[src/erc_defines.vh]
// constants for the encoder referencing control block
`ifndef ERC_DEFINES_VH
`define ERC_DEFINES_VH
`define ERC_CW_FUNC_LO     0
`define ERC_CW_FUNC_HI     3
`define ERC_CW_ACTIVATE    4
`define ERC_CW_READ        5
`define ERC_CW_MODE        7
`define ERC_CW_CYCLIC      13
`define ERC_CW_PARK        14
`define ERC_CW_ACK         15
`define ERC_SW_CAM1        8
`define ERC_SW_CAM2        9
`define ERC_SW_ACKBUSY     11
`define ERC_SW_CYCLIC      13
`define ERC_SW_PARKED      14
`define ERC_SW_FAULT       15
`define ERC_ERR_UNSUPPORTED 32'h00000F01
`define ERC_ERR_PARK_CANCEL 32'h00000003
`define ERC_ERR_READ_CANCEL 32'h00000005
`define ERC_ACK_CYCLES     4'h4
`define ERC_WORD_RESET     16'h0000
`endif

[src/erc_encoder_referencing_control.v]
// encoder control/status word engine for one encoder channel
// Behaviour
// control bit 7 chooses flying referencing (1) or cam search (0) for bits 0-3
// search: bits 0,1 cam 1, bits 2,3 cam 2; even positive, odd negative
// flying: bits 0-3 are rising/falling edges of cam 1 then cam 2
// control bit 4 activates the function requested by bits 0-3
// control bit 5 reads out the value selected by bits 0-3
// control bit 13 requests cyclic position value in the secondary word
// control bit 14 requests the encoder to be parked
// fault acknowledged on the rising edge of control bit 15, not level
// search mode: status bits 0,1 cam 1 search active, 2,3 cam 2
// flying mode: status bits 0-3 show flying referencing active per edge
// status bits 4-7: at cam in search, edge referencing done in flying
// status bits 8 and 9 mirror reference cam 1 and cam 2 levels
// status bit 11 set while a fault acknowledgement is processed
// status bit 13 set when secondary word holds cyclic position value; code keeps it set in cyclic mode while a read with bits 0-3 zero puts code 5 there
// status bit 14 set while the encoder is parked
// status bit 15 set on encoder fault, code held in fault code output
// transferred position value starts at zero after power-up
// unsupported function reports code 3841 in the secondary word
// reserved control bits ignored; status bits 10 and 12 return zero
`include "erc_defines.vh"
module erc_encoder_referencing_control (
  input  wire        clk_sys,              // 20 MHz system clock
  input  wire        rst,                  // async reset, active high
  input  wire [15:0] encoderControlWord,   // control word from controller, telegram clock
  input  wire        camLevel1,            // reference cam 1 pin
  input  wire        camLevel2,            // reference cam 2 pin
  input  wire        encoderFaultIn,       // encoder fault level from encoder logic
  input  wire [31:0] encoderFaultCode,     // code of present encoder fault
  input  wire [31:0] encoderPosition,      // live encoder position (same clock)
  input  wire [3:0]  funcSupported,        // which of functions 1-4 exist
  output reg  [15:0] encoderStatusWord,    // status word to controller
  output reg  [31:0] secondaryPosition,    // secondary position word
  output reg  [31:0] faultCodeParameter    // fault code of present fault
);

  localparam ST_IDLE   = 3'b001;
  localparam ST_SEARCH = 3'b010;
  localparam ST_FLYING = 3'b100;

  reg [2:0]  state_r;
  reg [3:0]  activeFunc_r;
  reg [3:0]  doneFunc_r;
  reg        camSync1a_r;
  reg        camSync1b_r;
  reg        camSync2a_r;
  reg        camSync2b_r;
  reg        camPrev1_r;
  reg        camPrev2_r;
  reg        ackPrev_r;
  reg [3:0]  ackCount_r;
  reg        fault_r;
  reg        parked_r;
  reg        cyclicOn_r;
  reg [31:0] position_r;
  reg        actPrev_r;
  reg [3:0]  ackCount_nxt;
  reg        fault_nxt;

  wire [3:0] funcReq  = encoderControlWord[`ERC_CW_FUNC_HI:`ERC_CW_FUNC_LO];
  wire       flyMode  = encoderControlWord[`ERC_CW_MODE];
  wire       activate = encoderControlWord[`ERC_CW_ACTIVATE];
  wire       readReq  = encoderControlWord[`ERC_CW_READ];
  wire       ackBit   = encoderControlWord[`ERC_CW_ACK];

  // per-function cam level: bits 0,1 belong to cam 1, bits 2,3 to cam 2
  function camOf;
    input [1:0] idx;
    input       c1;
    input       c2;
    begin
      camOf = idx[1] ? c2 : c1;
    end
  endfunction

  // per-function edge hit: even bit rising edge, odd bit falling edge
  function edgeHit;
    input [1:0] idx;
    input       c1;
    input       p1;
    input       c2;
    input       p2;
    reg         cur;
    reg         prv;
    begin
      cur = idx[1] ? c2 : c1;
      prv = idx[1] ? p2 : p1;
      edgeHit = idx[0] ? (prv & ~cur) : (~prv & cur);
    end
  endfunction

  wire       ackRise = ackBit & ~ackPrev_r; // level ignored, only the step
  wire       actRise = activate & ~actPrev_r; // a held bit must not restart a done function
  wire       unsupported = activate & (|(funcReq & ~funcSupported));
  wire [3:0] camHere;
  wire [3:0] edgeNow;

  genvar g;
  generate
    for (g = 0; g < 4; g = g + 1)
    begin : gFunc
      localparam [31:0] FUNC_IDX = g;
      assign camHere[g] = camOf(FUNC_IDX[1:0], camSync1b_r, camSync2b_r);
      assign edgeNow[g] = edgeHit(FUNC_IDX[1:0], camSync1b_r, camPrev1_r,
                                  camSync2b_r, camPrev2_r);
    end
  endgenerate

  // cam pins come from outside: two stages before use
  always @(posedge clk_sys or posedge rst)
  begin
    if (rst)
    begin
      camSync1a_r <= 1'b0;
      camSync1b_r <= 1'b0;
      camSync2a_r <= 1'b0;
      camSync2b_r <= 1'b0;
      camPrev1_r  <= 1'b0;
      camPrev2_r  <= 1'b0;
    end
    else
    begin
      camSync1a_r <= camLevel1;
      camSync1b_r <= camSync1a_r;
      camSync2a_r <= camLevel2;
      camSync2b_r <= camSync2a_r;
      camPrev1_r  <= camSync1b_r;
      camPrev2_r  <= camSync2b_r;
    end
  end

  // referencing function state machine
  always @(posedge clk_sys or posedge rst)
  begin
    if (rst)
    begin
      state_r      <= ST_IDLE;
      activeFunc_r <= 4'h0;
      doneFunc_r   <= 4'h0;
    end
    else
    begin
      case (state_r)
        ST_IDLE:
        begin
          if (actRise && !unsupported && !parked_r && funcReq != 4'h0)
          begin
            activeFunc_r <= funcReq;
            doneFunc_r   <= 4'h0;
            state_r      <= flyMode ? ST_FLYING : ST_SEARCH;
          end
        end
        ST_SEARCH:
        begin
          // mode change or dropped command cancels the search
          if (!activate || flyMode || parked_r)
          begin
            activeFunc_r <= 4'h0;
            state_r      <= ST_IDLE;
          end
          else if (|(activeFunc_r & camHere))
          begin
            doneFunc_r   <= activeFunc_r & camHere;
            activeFunc_r <= 4'h0;
            state_r      <= ST_IDLE;
          end
        end
        ST_FLYING:
        begin
          if (!activate || !flyMode || parked_r)
          begin
            activeFunc_r <= 4'h0;
            state_r      <= ST_IDLE;
          end
          else
          begin
            // each edge completes on its own; others stay armed
            doneFunc_r   <= doneFunc_r | (activeFunc_r & edgeNow);
            activeFunc_r <= activeFunc_r & ~edgeNow;
            if ((activeFunc_r & ~edgeNow) == 4'h0)
              state_r <= ST_IDLE;
          end
        end
        default:
        begin
          state_r      <= ST_IDLE;
          activeFunc_r <= 4'h0;
        end
      endcase
    end
  end

  // activate is taken on its step; idle level of the bit is zero
  always @(posedge clk_sys or posedge rst)
  begin
    if (rst)
    begin
      actPrev_r <= 1'b0;
    end
    else
    begin
      actPrev_r <= activate;
    end
  end

  // acknowledge edge detector; idle level of the bit is zero
  always @(posedge clk_sys or posedge rst)
  begin
    if (rst)
    begin
      ackPrev_r <= 1'b0;
    end
    else
    begin
      ackPrev_r <= ackBit;
    end
  end

  // next values of the acknowledge counter and fault flag
  always @*
  begin
    ackCount_nxt = ackCount_r;
    fault_nxt    = fault_r;
    if (ackRise)
    begin
      ackCount_nxt = `ERC_ACK_CYCLES;
    end
    else if (ackCount_r != 4'h0)
    begin
      ackCount_nxt = ackCount_r - 4'h1;
    end
    // a new fault wins over an acknowledge ending in the same cycle
    if (encoderFaultIn)
    begin
      fault_nxt = 1'b1;
    end
    else if (ackCount_r == 4'h1)
    begin
      fault_nxt = 1'b0;
    end
  end

  // acknowledge counter and fault flag
  always @(posedge clk_sys or posedge rst)
  begin
    if (rst)
    begin
      ackCount_r <= 4'h0;
      fault_r    <= 1'b0;
    end
    else
    begin
      ackCount_r <= ackCount_nxt;
      fault_r    <= fault_nxt;
    end
  end

  // parking and cyclic transfer; cyclic transfer stops while parked
  always @(posedge clk_sys or posedge rst)
  begin
    if (rst)
    begin
      parked_r   <= 1'b0;
      cyclicOn_r <= 1'b0;
    end
    else
    begin
      parked_r   <= encoderControlWord[`ERC_CW_PARK];
      cyclicOn_r <= encoderControlWord[`ERC_CW_CYCLIC] & ~parked_r;
    end
  end

  // position sample, frozen while parked so the last value stays readable
  always @(posedge clk_sys or posedge rst)
  begin
    if (rst)
    begin
      position_r <= 32'h00000000;
    end
    else if (!parked_r)
    begin
      position_r <= encoderPosition;
    end
  end

  // status word, every bit from a flop
  always @(posedge clk_sys or posedge rst)
  begin
    if (rst)
    begin
      encoderStatusWord <= `ERC_WORD_RESET;
    end
    else
    begin
      encoderStatusWord[3:0]   <= activeFunc_r;
      encoderStatusWord[7:4]   <= doneFunc_r;
      encoderStatusWord[`ERC_SW_CAM1]    <= camSync1b_r;
      encoderStatusWord[`ERC_SW_CAM2]    <= camSync2b_r;
      encoderStatusWord[10]    <= 1'b0;
      encoderStatusWord[`ERC_SW_ACKBUSY] <= (ackCount_r != 4'h0) | ackRise;
      encoderStatusWord[12]    <= 1'b0;
      encoderStatusWord[`ERC_SW_CYCLIC]  <= cyclicOn_r & ~unsupported;
      encoderStatusWord[`ERC_SW_PARKED]  <= parked_r;
      encoderStatusWord[`ERC_SW_FAULT]   <= fault_r;
    end
  end

  // fault code only while the fault flag stands; zero otherwise
  always @(posedge clk_sys or posedge rst)
  begin
    if (rst)
    begin
      faultCodeParameter <= 32'h00000000;
    end
    else if (fault_r)
    begin
      faultCodeParameter <= encoderFaultCode;
    end
    else
    begin
      faultCodeParameter <= 32'h00000000;
    end
  end

  // secondary word: error codes win over values; holds last word when nothing asked
  always @(posedge clk_sys or posedge rst)
  begin
    if (rst)
    begin
      secondaryPosition <= 32'h00000000;
    end
    else if (unsupported)
    begin
      secondaryPosition <= `ERC_ERR_UNSUPPORTED;
    end
    else if (readReq && funcReq == 4'h0)
    begin
      secondaryPosition <= `ERC_ERR_READ_CANCEL; // nothing selected to read
    end
    else if (readReq)
    begin
      secondaryPosition <= position_r;
    end
    else if (cyclicOn_r)
    begin
      secondaryPosition <= position_r;
    end
  end

endmodule // erc_encoder_referencing_control

[config.mk]
export PLATFORM = sky130hd
export DESIGN_NAME = erc_encoder_referencing_control
export DESIGN_NICKNAME = d
export VERILOG_FILES = /design/src/erc_encoder_referencing_control.v
export VERILOG_INCLUDE_DIRS = /design/src
export SDC_FILE = /design/constraint.sdc
export NUM_CORES = 1
export LEC_CHECK = 0
export BUFFER_PORTS_ARGS = -buffer_cell sky130_fd_sc_hd__buf_2
export CAP_MARGIN = 20
export CORE_ASPECT_RATIO = 0.9
export CORE_MARGIN = 1
export CORE_UTILIZATION = 35
export CTS_CLUSTER_DIAMETER = 40
export CTS_CLUSTER_SIZE = 12
export DETAILED_ROUTE_END_ITERATION = 10
export PLACE_DENSITY = 0.68
export REMOVE_ABC_BUFFERS = 1
export SLEW_MARGIN = 20
export SYNTH_ARGS = -nofsm -noshare
export SYNTH_HDL_FRONTEND = slang
export SYNTH_SLANG_ARGS = --single-unit
export TNS_END_PERCENT = 20
[constraint.sdc]
create_clock -name clk_sys -period 7.1 [get_ports clk_sys]
set_input_delay 0.355 -clock clk_sys [delete_from_list [all_inputs] [get_ports clk_sys]]
set_output_delay 0.355 -clock clk_sys [all_outputs]
set_load 0.05 [all_outputs]
* Word-level counts from Yosys, hierarchy flattened *
Index checks and enable logic that the tools add are counted.
W data, S select, Z words.

word-level totals
  output and inout bits = 80
  word-level logic and storage cells = 106
  bits in latches = 0
  bits in read-only memories = 0
  flip-flop bits (word level) = 136
  bits of input ports = 89
  bits in writable memories = 0
  memories kept = 0

cells by class
  multiplexer cells = 26
  bitwise logic cells = 25
  multiply operators = 0
  eq/ne operators = 10
  shifts and indexed selects = 0
  magnitude comparators = 0
  $add $sub $neg = 1
  reduce and logical (&&, ||, !) cells = 25
  div/mod/pow operators = 0

operators with widths
  kind                   number
  $mux W32               5
  $mux W4                10
  $pmux W4 S3            2
  $mux W3                6
  $and A4 B4 Y4          4
  $reduce_bool A4 Y1     3
  $and A1 B1 Y1          9
  $pmux W3 S3            1
  $logic_not A4 Y1       2
  $ne A2 B2 Y1 const B   4
  $not A1 Y1             8
  $not A4 Y4             2
  $reduce_or A4 Y1       2
  $ne A3 B3 Y1 const B   2
  $reduce_and A5 Y1      1
  $eq A4 B1 Y1 const B   1
  $logic_and A1 B1 Y1    4
  $logic_not A1 Y1       4
  $logic_or A1 B1 Y1     4
  $or A4 B4 Y4           1
  $reduce_bool A2 Y1     2
  $sub A4 B1 Y4 const B  1
  $eq A3 B1 Y1 const B   1
  $eq A3 B2 Y1 const B   1
  6 further kinds        7

* Longest topological paths before layout *
Gate-level depths: netlist (run 1).

  depth after elaboration = 10
  gate-level depth with buffers = 6
  gate-level depth less buffers = 5

* Worst setup path after synthesis (run 1) *
Ideal clock, no wire load.

  path kind = register to register
  start = register parked_r
  end = register activeFunc_r[0]
  cell stages (with the launch flop) = 7
  setup time = 0.128 ns
  arrival = 1.642 ns
  data required time = 6.972 ns
  path buffers = 1
  period minus slack after synthesis = 1.770 ns
  path slack = 5.330 ns
  cell sequence = dfrtp_1 -> buf_2 -> or3b_1 -> nor3_1 -> nand3_1 -> nand2_1 -> mux2_1

on the way
  cells in the longest elaborated chain, start to end = 5
  elaborated cells on any way between the ends = 11
  classes of those cells = eq/ne (2); mux (3); reduce/logical (6)

ends and longest elaborated chain
  what                                RTL line                               text
  from (decl)                         erc_encoder_referencing_control.v:54   reg parked_r;
  from (signal assigned)              erc_encoder_referencing_control.v:269  parked_r <= encoderControlWord[`ERC_CW_PARK];
  $logic_not A1 Y1                    n/a
  $logic_and A1 B1 Y1 (2 in series)   erc_encoder_referencing_control.v:147  if (actRise && !unsupported && !parked_r && funcReq != 4'h0)
  $ne A2 B2 Y1 (no source line)       n/a
  $reduce_and A2 Y1 (no source line)  n/a
  to (signal assigned)                erc_encoder_referencing_control.v:149  activeFunc_r <= funcReq;
  to (signal assigned)                erc_encoder_referencing_control.v:180  activeFunc_r <= activeFunc_r & ~edgeNow;
  to (decl)                           erc_encoder_referencing_control.v:43   reg [3:0] activeFunc_r;

Parallel ways exist; a longest one is shown, timed or not.
A chain may end at the register's enable or synchronous reset.

* Worst setup path after layout (run 1) *
  start = register parked_r
  end = register activeFunc_r[1]

Same word-level chain as after synthesis.

==> results of run 1 <==
-- layer usage --
| metal | share of wire, % | vias up |
|---|---|---|
| met3 | 5.3 | 17 |
| met2 | 50 | 94 |
| met4 | 1.9 | 0 |
| met1 | 42 | 1700 |
| met5 | 0 | - |
| li1 | - | 1583 |
-- critical path, delay by kind of cell, from the launching register on --
family	cells	cell delay (ns)
multiplexers	1	0.34
AND/OR/NAND/NOR	4	0.98
flip-flops	1	0.53
-- flip-flops by register name, indices dropped and copies added, names as in the netlist, 3 cells and up --
signal,count
activeFunc_r,4
position_r,32
doneFunc_r,4
encoderStatusWord,14
faultCodeParameter,32
ackCount_r,4
state_r,3
secondaryPosition,32
-- what timing repair did --
| item | CTS | global route |
|---|---|---|
| setup endpoints to repair | 0 | 0 |
| hold buffers | 1 | 0 |
| endpoints found under the hold margin | 12 | 0 |
| buffers inserted | 0 | 0 |
-- placed cells by master, fill, tap and decap left out, types with 4 or more instances in the layout --
cell type,n
clkinvlp_4,4
dfrtp_1,133
mux2i_1,5
clkbuf_16,17
buf_2,160
nand3_1,4
nand2_1,23
a22o_1,26
nor2_1,7
nand2b_1,6
a21oi_1,4
o21ai_0,9
and2_1,33
inv_1,10
clkbuf_8,5
o221ai_1,4
mux2_1,4
buf_4,4
mux2_2,32
o2bb2ai_1,4
-- layout make-up --
type,instances,area share [%]
clock buffer,22,7.454
clock inverter,10,2.151
inverter,12,0.7549
multi-input combinational,196,22.80
sequential,134,50.59
tap,189,3.567
timing repair buffer,165,12.68
-- worst paths after layout --
path	endpoint	slack (ns)	cells after the start
min in group asynchronous	faultCodeParameter[23]	0.56	3
worst min register to register	camSync1b_r	0.35	0
max in group asynchronous	encoderStatusWord[14]	5.19	4
worst max register to register	activeFunc_r[1]	5.12	5
worst max-delay path	activeFunc_r[1]	5.12	5
worst min-delay path	parked_r	0.04	1
-- metrics by stage --
| step | instances | area [um^2] | power (W) | utilization (%) |
|---|---|---|---|---|
| floorplan | 342 | 4900 | 0.001478 | - |
| global placement | 695 | 5983 | 0.001637 | 43.95 |
| detailed placement | 695 | 5983 | 0.001663 | 43.95 |
| CTS | 728 | 6630 | 0.002602 | 48.70 |
| global route | 728 | 6630 | 0.002692 | 48.70 |
| finish | 728 | 6630 | 0.002570 | 48.70 |
-- kinds of logic after synthesis --
logic type / after synthesis / synth area share [%]
adders and majority gates: 3 / 0.7531
AOI/OAI and AO/OA: 65 / 10.54
muxes: 41 / 9.137
xor gates and xnor gates: 1 / 0.1757
and+or+nand+nor: 84 / 9.338
DFF: 134 / 67.29
other: 1 / 0.07523
buffers and inverters: 30 / 2.686
-- power groups by stage --
stage	combinational, W	clock [W]	sequential (W)
3_5_place_dp	0.000670	0	0.000993
2_1_floorplan	0.000242	0	0.00124
4_1_cts	0.000673	0.000948	0.000981
5_1_grt	0.000717	0.000978	0.000998
3_3_place_gp	0.000654	0	0.000983
6_report	0.000665	0.000925	0.000980
==> results.py, run 1 <==
metrics = {
    "power_and_ir_drop": {
        "ir_drop_v": 0.0001691,
        "powerDensity_nw_per_um2": 387.7,
        "swShare_pct": 34.03,
        "p_sw_w": 0.0008747,
        "p_int_w": 0.001696,
        "p_seq_share_pct": 38.1,
        "combPwrFrac_pct": 25.9,
        "p_clk_share_pct": 36.0,
        "p_leak_nw": 3.218,
    },
    "timing": {
        "clock_skew_ns": 0.007123,
        "worst_slack_ns": 5.118,
        "hold_viol": 0,
        "fin_crit_ns": 1.982,
        "setup_violations": 0,
        "worst_slew_pin_slew_ns": 0.9189,
        "fmax_mhz": 504.5,
        "rsz0062_at_grt": "false",
        "drv_slew": 0,
        "period_share_pct": 27.92,
        "tns_ns": 0,
        "whs_ns": 0.03907,
        "max_slew_margin_pct": 38.74,
    },
    "clocking": {
        "root_buffer": "clkbuf_16",
        "clock_latency_ns": 0.42,
        "clock_sinks": 134,
        "clk_path_buf_depth": 2,
        "cts_tree": "yes",
        "h-tree-depth": 4,
        "clk_pin_slew_worst_paths_ns": 0.06,
        "ctsResizeCount": 0,
        "cts_buffers": 17,
    },
    "die": {
        "start_util_pct": 36.62,
        "die_w_um": 127.8,
        "die-area_um2": 14720,
        "core_area_um2": 13610,
        "rows": 40,
        "dieHeight_um": 115.2,
        "ios": 169,
    },
    "routing": {
        "via_count": 3394,
        "drt_iter0_drc": 156,
        "antenna_left": 0,
        "wirelength_mm": 10.75,
        "firstDrtPassIters": 4,
        "route.detailed.drc": 0,
        "routed_via_density": 4.662,
        "wl_per_cell_um": 14.77,
    },
    "critical_path": {
        "worst_path_largest_cell_delay_ns": 0.53,
        "worst_setup_path_end_kind": "flip-flop",
        "cp.required_ns": 7.39,
        "cp.arrival_ns": 2.27,
        "critPathKind": "flip-flop to flip-flop",
        "crit_slowest_cell": "dfrtp_1",
        "crit_path_start": "parked_r",
        "crit_chain": "or3b_1, nor3_1, nand3_1, nand2_1, mux2_1",
        "crit_path_max_fanout": 9,
        "reg2reg_from": "parked_r",
        "start_kind": "flip-flop",
    },
    "logic_synthesis": {
        "synth_edf_count": 0,
        "yosys_warnings": 0,
        "synth_cells": 359,
        "yosys.area.top_type": "dfrtp_1",
        "ys_top_cells_by_count": "dfrtp_1 (133), and2_1 (33), mux2_2 (32)",
        "ys_top_cells_by_area": "dfrtp_1 (67%), mux2_2 (7.2%), a22o_1 (4.6%)",
        "syn_avg_cell_area_um2": 13.89,
        "synthArstFlopShare_pct": 100.0,
        "synthFlopType": "dfrtp_1",
        "yosys.area.top_type_share_pct": 66.77,
        "synth.distinct_cells": 45,
        "yosysMostFrequentCell": "dfrtp_1",
        "syn_area_um2": 4985,
        "ys_ff_latch": 134,
        "ys_seq_area_share_pct": 67.29,
    },
    "grt": {
        "grt_antenna_before_repair": 0,
        "grt_pass1_vias": 3444,
        "grtUsageMet2_pct": 25.83,
        "gr-total-overflow": 0,
        "grt_max_degree": 76,
        "use_met1_pct": 18.81,
        "busiest_layer": "met2",
        "grt_pass1_wl_mm": 17.51,
        "gr-usage-all-layers_pct": 15.83,
        "grtUsageMet3_pct": 4.886,
    },
    "final_layout": {
        "fin_nets": 618,
        "antennaDiodeCount": 0,
        "nFillCells": 1241,
        "multi_input_area_um2": 1511,
        "register_area_um2": 3354,
        "layout-drive-gt1-share_pct": 44.34,
        "area_delta_synth_final_pct": 33.01,
    },
    "hold_path": {
        "worstHoldPathType": "primary input to flip-flop",
        "hold_start": "encoderControlWord[14]",
    },
    "status": {
        "outcome": "finished clean",
    },
    "place": {
        "place.gp.congestion": 0.8586,
        "place_hpwl_mm": 7.426,
        "port_buffers": 160,
        "dp_slack_ns": 5.097,
    },
    "flow_run": {
        "maxCapViolCount": 0,
    },
}
(Power assumes the default switching activity.)
==> run 2, diff against run 1 <==
Clock period 7.1 ns to 2.05 ns, I/O delays scaled along.
==> run 2 against run 1 <==
Hold slack gained 0.044 ns. Routed wire length rose by 7.1%. First-iteration DRC count is 19% lower. Total power grew to 3.5 times the previous value. Clock skew rose by 0.00055 ns. Critical path type is now primary input to flip-flop.
==> results.py, run 2 (synthesized netlist as in run 1, its figures left out) <==
metrics = {
    "clocking": {
        "root_buffer": "clkbuf_16",
        "clock_latency_ns": 0.41,
        "cts_buffers": 17,
        "clock_sinks": 134,
        "cts_tree": "yes",
        "ctsResizeCount": 0,
        "clk_pin_slew_worst_paths_ns": 0.05,
        "clk_path_buf_depth": 2,
        "h-tree-depth": 4,
    },
    "routing": {
        "firstDrtPassIters": 4,
        "via_count": 3629,
        "route.detailed.drc": 0,
        "wirelength_mm": 11.52,
        "drt_iter0_drc": 126,
        "antenna_left": 0,
        "wl_per_cell_um": 14.39,
        "routed_via_density": 4.536,
    },
    "die": {
        "die-area_um2": 14720,
        "rows": 40,
        "ios": 169,
        "core_area_um2": 13610,
        "start_util_pct": 36.62,
        "dieHeight_um": 115.2,
        "die_w_um": 127.8,
    },
    "power_and_ir_drop": {
        "p_leak_nw": 3.526,
        "powerDensity_nw_per_um2": 1212,
        "power_w": 0.008925,
        "ir_drop_v": 0.0007725,
    },
    "critical_path": {
        "worst_setup_path_end_kind": "flip-flop",
        "critPathKind": "primary input to flip-flop",
        "crit_path_max_fanout": 6,
        "cp.required_ns": 2.34,
        "cp.arrival_ns": 2.05,
        "start_kind": "primary input",
    },
    "status": {
        "outcome": "finished clean",
    },
    "final_layout": {
        "final_common_cell": "buf_2",
        "fin_nets": 691,
        "area_delta_synth_final_pct": 47.77,
        "stdcell_area_um2": 7366,
        "nFillCells": 1172,
        "finalCoreUtilization_pct": 54.11,
        "reg_top3": "faultCodeParameter: 32 flops, position_r: 32 flops, secondaryPosition: 32 flops",
        "finalNonFillerCells": 800,
        "antennaDiodeCount": 0,
        "layout-drive-gt1-share_pct": 38.79,
        "mostFrequentLayoutCells": "buf_2 (160), dfrtp_1 (133), dlygate4sd3_1 (73)",
    },
    "timing": {
        "clock_skew_ns": 0.007678,
        "worst_slack_ns": 0.2845,
        "worst_slew_pin_slew_ns": 0.7355,
        "period_share_pct": 86.12,
        "fmax_mhz": 566.4,
        "setup_violations": 0,
        "rsz0062_at_grt": "false",
        "hold_viol": 0,
        "fin_crit_ns": 1.765,
        "drv_slew": 0,
        "max_slew_margin_pct": 50.97,
    },
    "grt": {
        "grt_antenna_before_repair": 0,
        "grt_pass1_wl_mm": 18.61,
        "grt_max_degree": 50,
        "gr-usage-all-layers_pct": 16.83,
        "grt_pass1_vias": 3802,
        "gr-total-overflow": 0,
    },
    "hold_path": {
        "worstHoldPathType": "primary input to flip-flop",
    },
    "place": {
        "port_buffers": 160,
        "place_area_um2": 6016,
        "place_hpwl_mm": 7.335,
        "dp_slack_ns": 0.2831,
        "dp_cells": 696,
        "place.gp.congestion": 0.8920,
    },
    "flow_run": {
        "maxCapViolCount": 0,
    },
}
run 2: final timing paths:
check                                       from               endpoint  slack, ns  cells past startpoint
setup / recovery           encoderControlWord[4]        activeFunc_r[1]       0.28                      7
hold / removal             encoderControlWord[2]  secondaryPosition[10]       0.08                      3
setup reg to reg                      state_r[1]          doneFunc_r[0]       0.32                      5
hold reg to reg                      camSync1a_r            camSync1b_r       0.35                      0
max in group asynchronous                    rst             state_r[0]       1.16                      4
min in group asynchronous                    rst  faultCodeParameter[9]       0.26                      3
run 2: final cells by class:
class                      instances  area, um^2  share of cell area, %
timing repair buffer             238        1594                  21.64
tap                              189       236.5                  3.210
clock inverter                     7       117.6                  1.597
sequential                       134        3354                  45.54
multi-input combinational        196        1511                  20.52
clock buffer                      24       501.7                  6.812
inverter                          12       50.05                 0.6795
run 2: report_power, final:
group	internal (W)	switching, W	leakage, nW
clock	0.00207	0.00105	0.295
sequential	0.00310	0.000289	1.62
combinational	0.000793	0.00162	1.61
total	0.00596	0.00297	3.53
run 2: timing repair:
| action | CTS | global route |
|---|---|---|
| buffers inserted | 0 | 0 |
| hold buffers | 73 | 0 |
| endpoints found under the hold margin | 116 | 0 |
run 2: routing by layer:
metal	wire length, um	vias up	track usage, %
li1	-	1725	-
met1	4881	1792	19.48
met2	5957	99	28.99
met3	507	13	5.584
met4	169	0	6.667
met5	0	-	0
run 2: critical path, cell delays in order:
cell	delay, ns
dlygate4sd3_1	0.53
buf_2	0.19
or3b_1	0.39
nor3_1	0.18
nand3_1	0.13
nand2_1	0.19
mux2_1	0.34
run 2: metrics by stage:
step | setup TNS, ns | hold slack, ns
finish | 0 | 0.08281
global placement | 0 | 0.1383
detailed placement | 0 | 0.1518
CTS | 0 | 0.06750
floorplan | -218.34 | 0.1339
global route | 0 | 0.08497
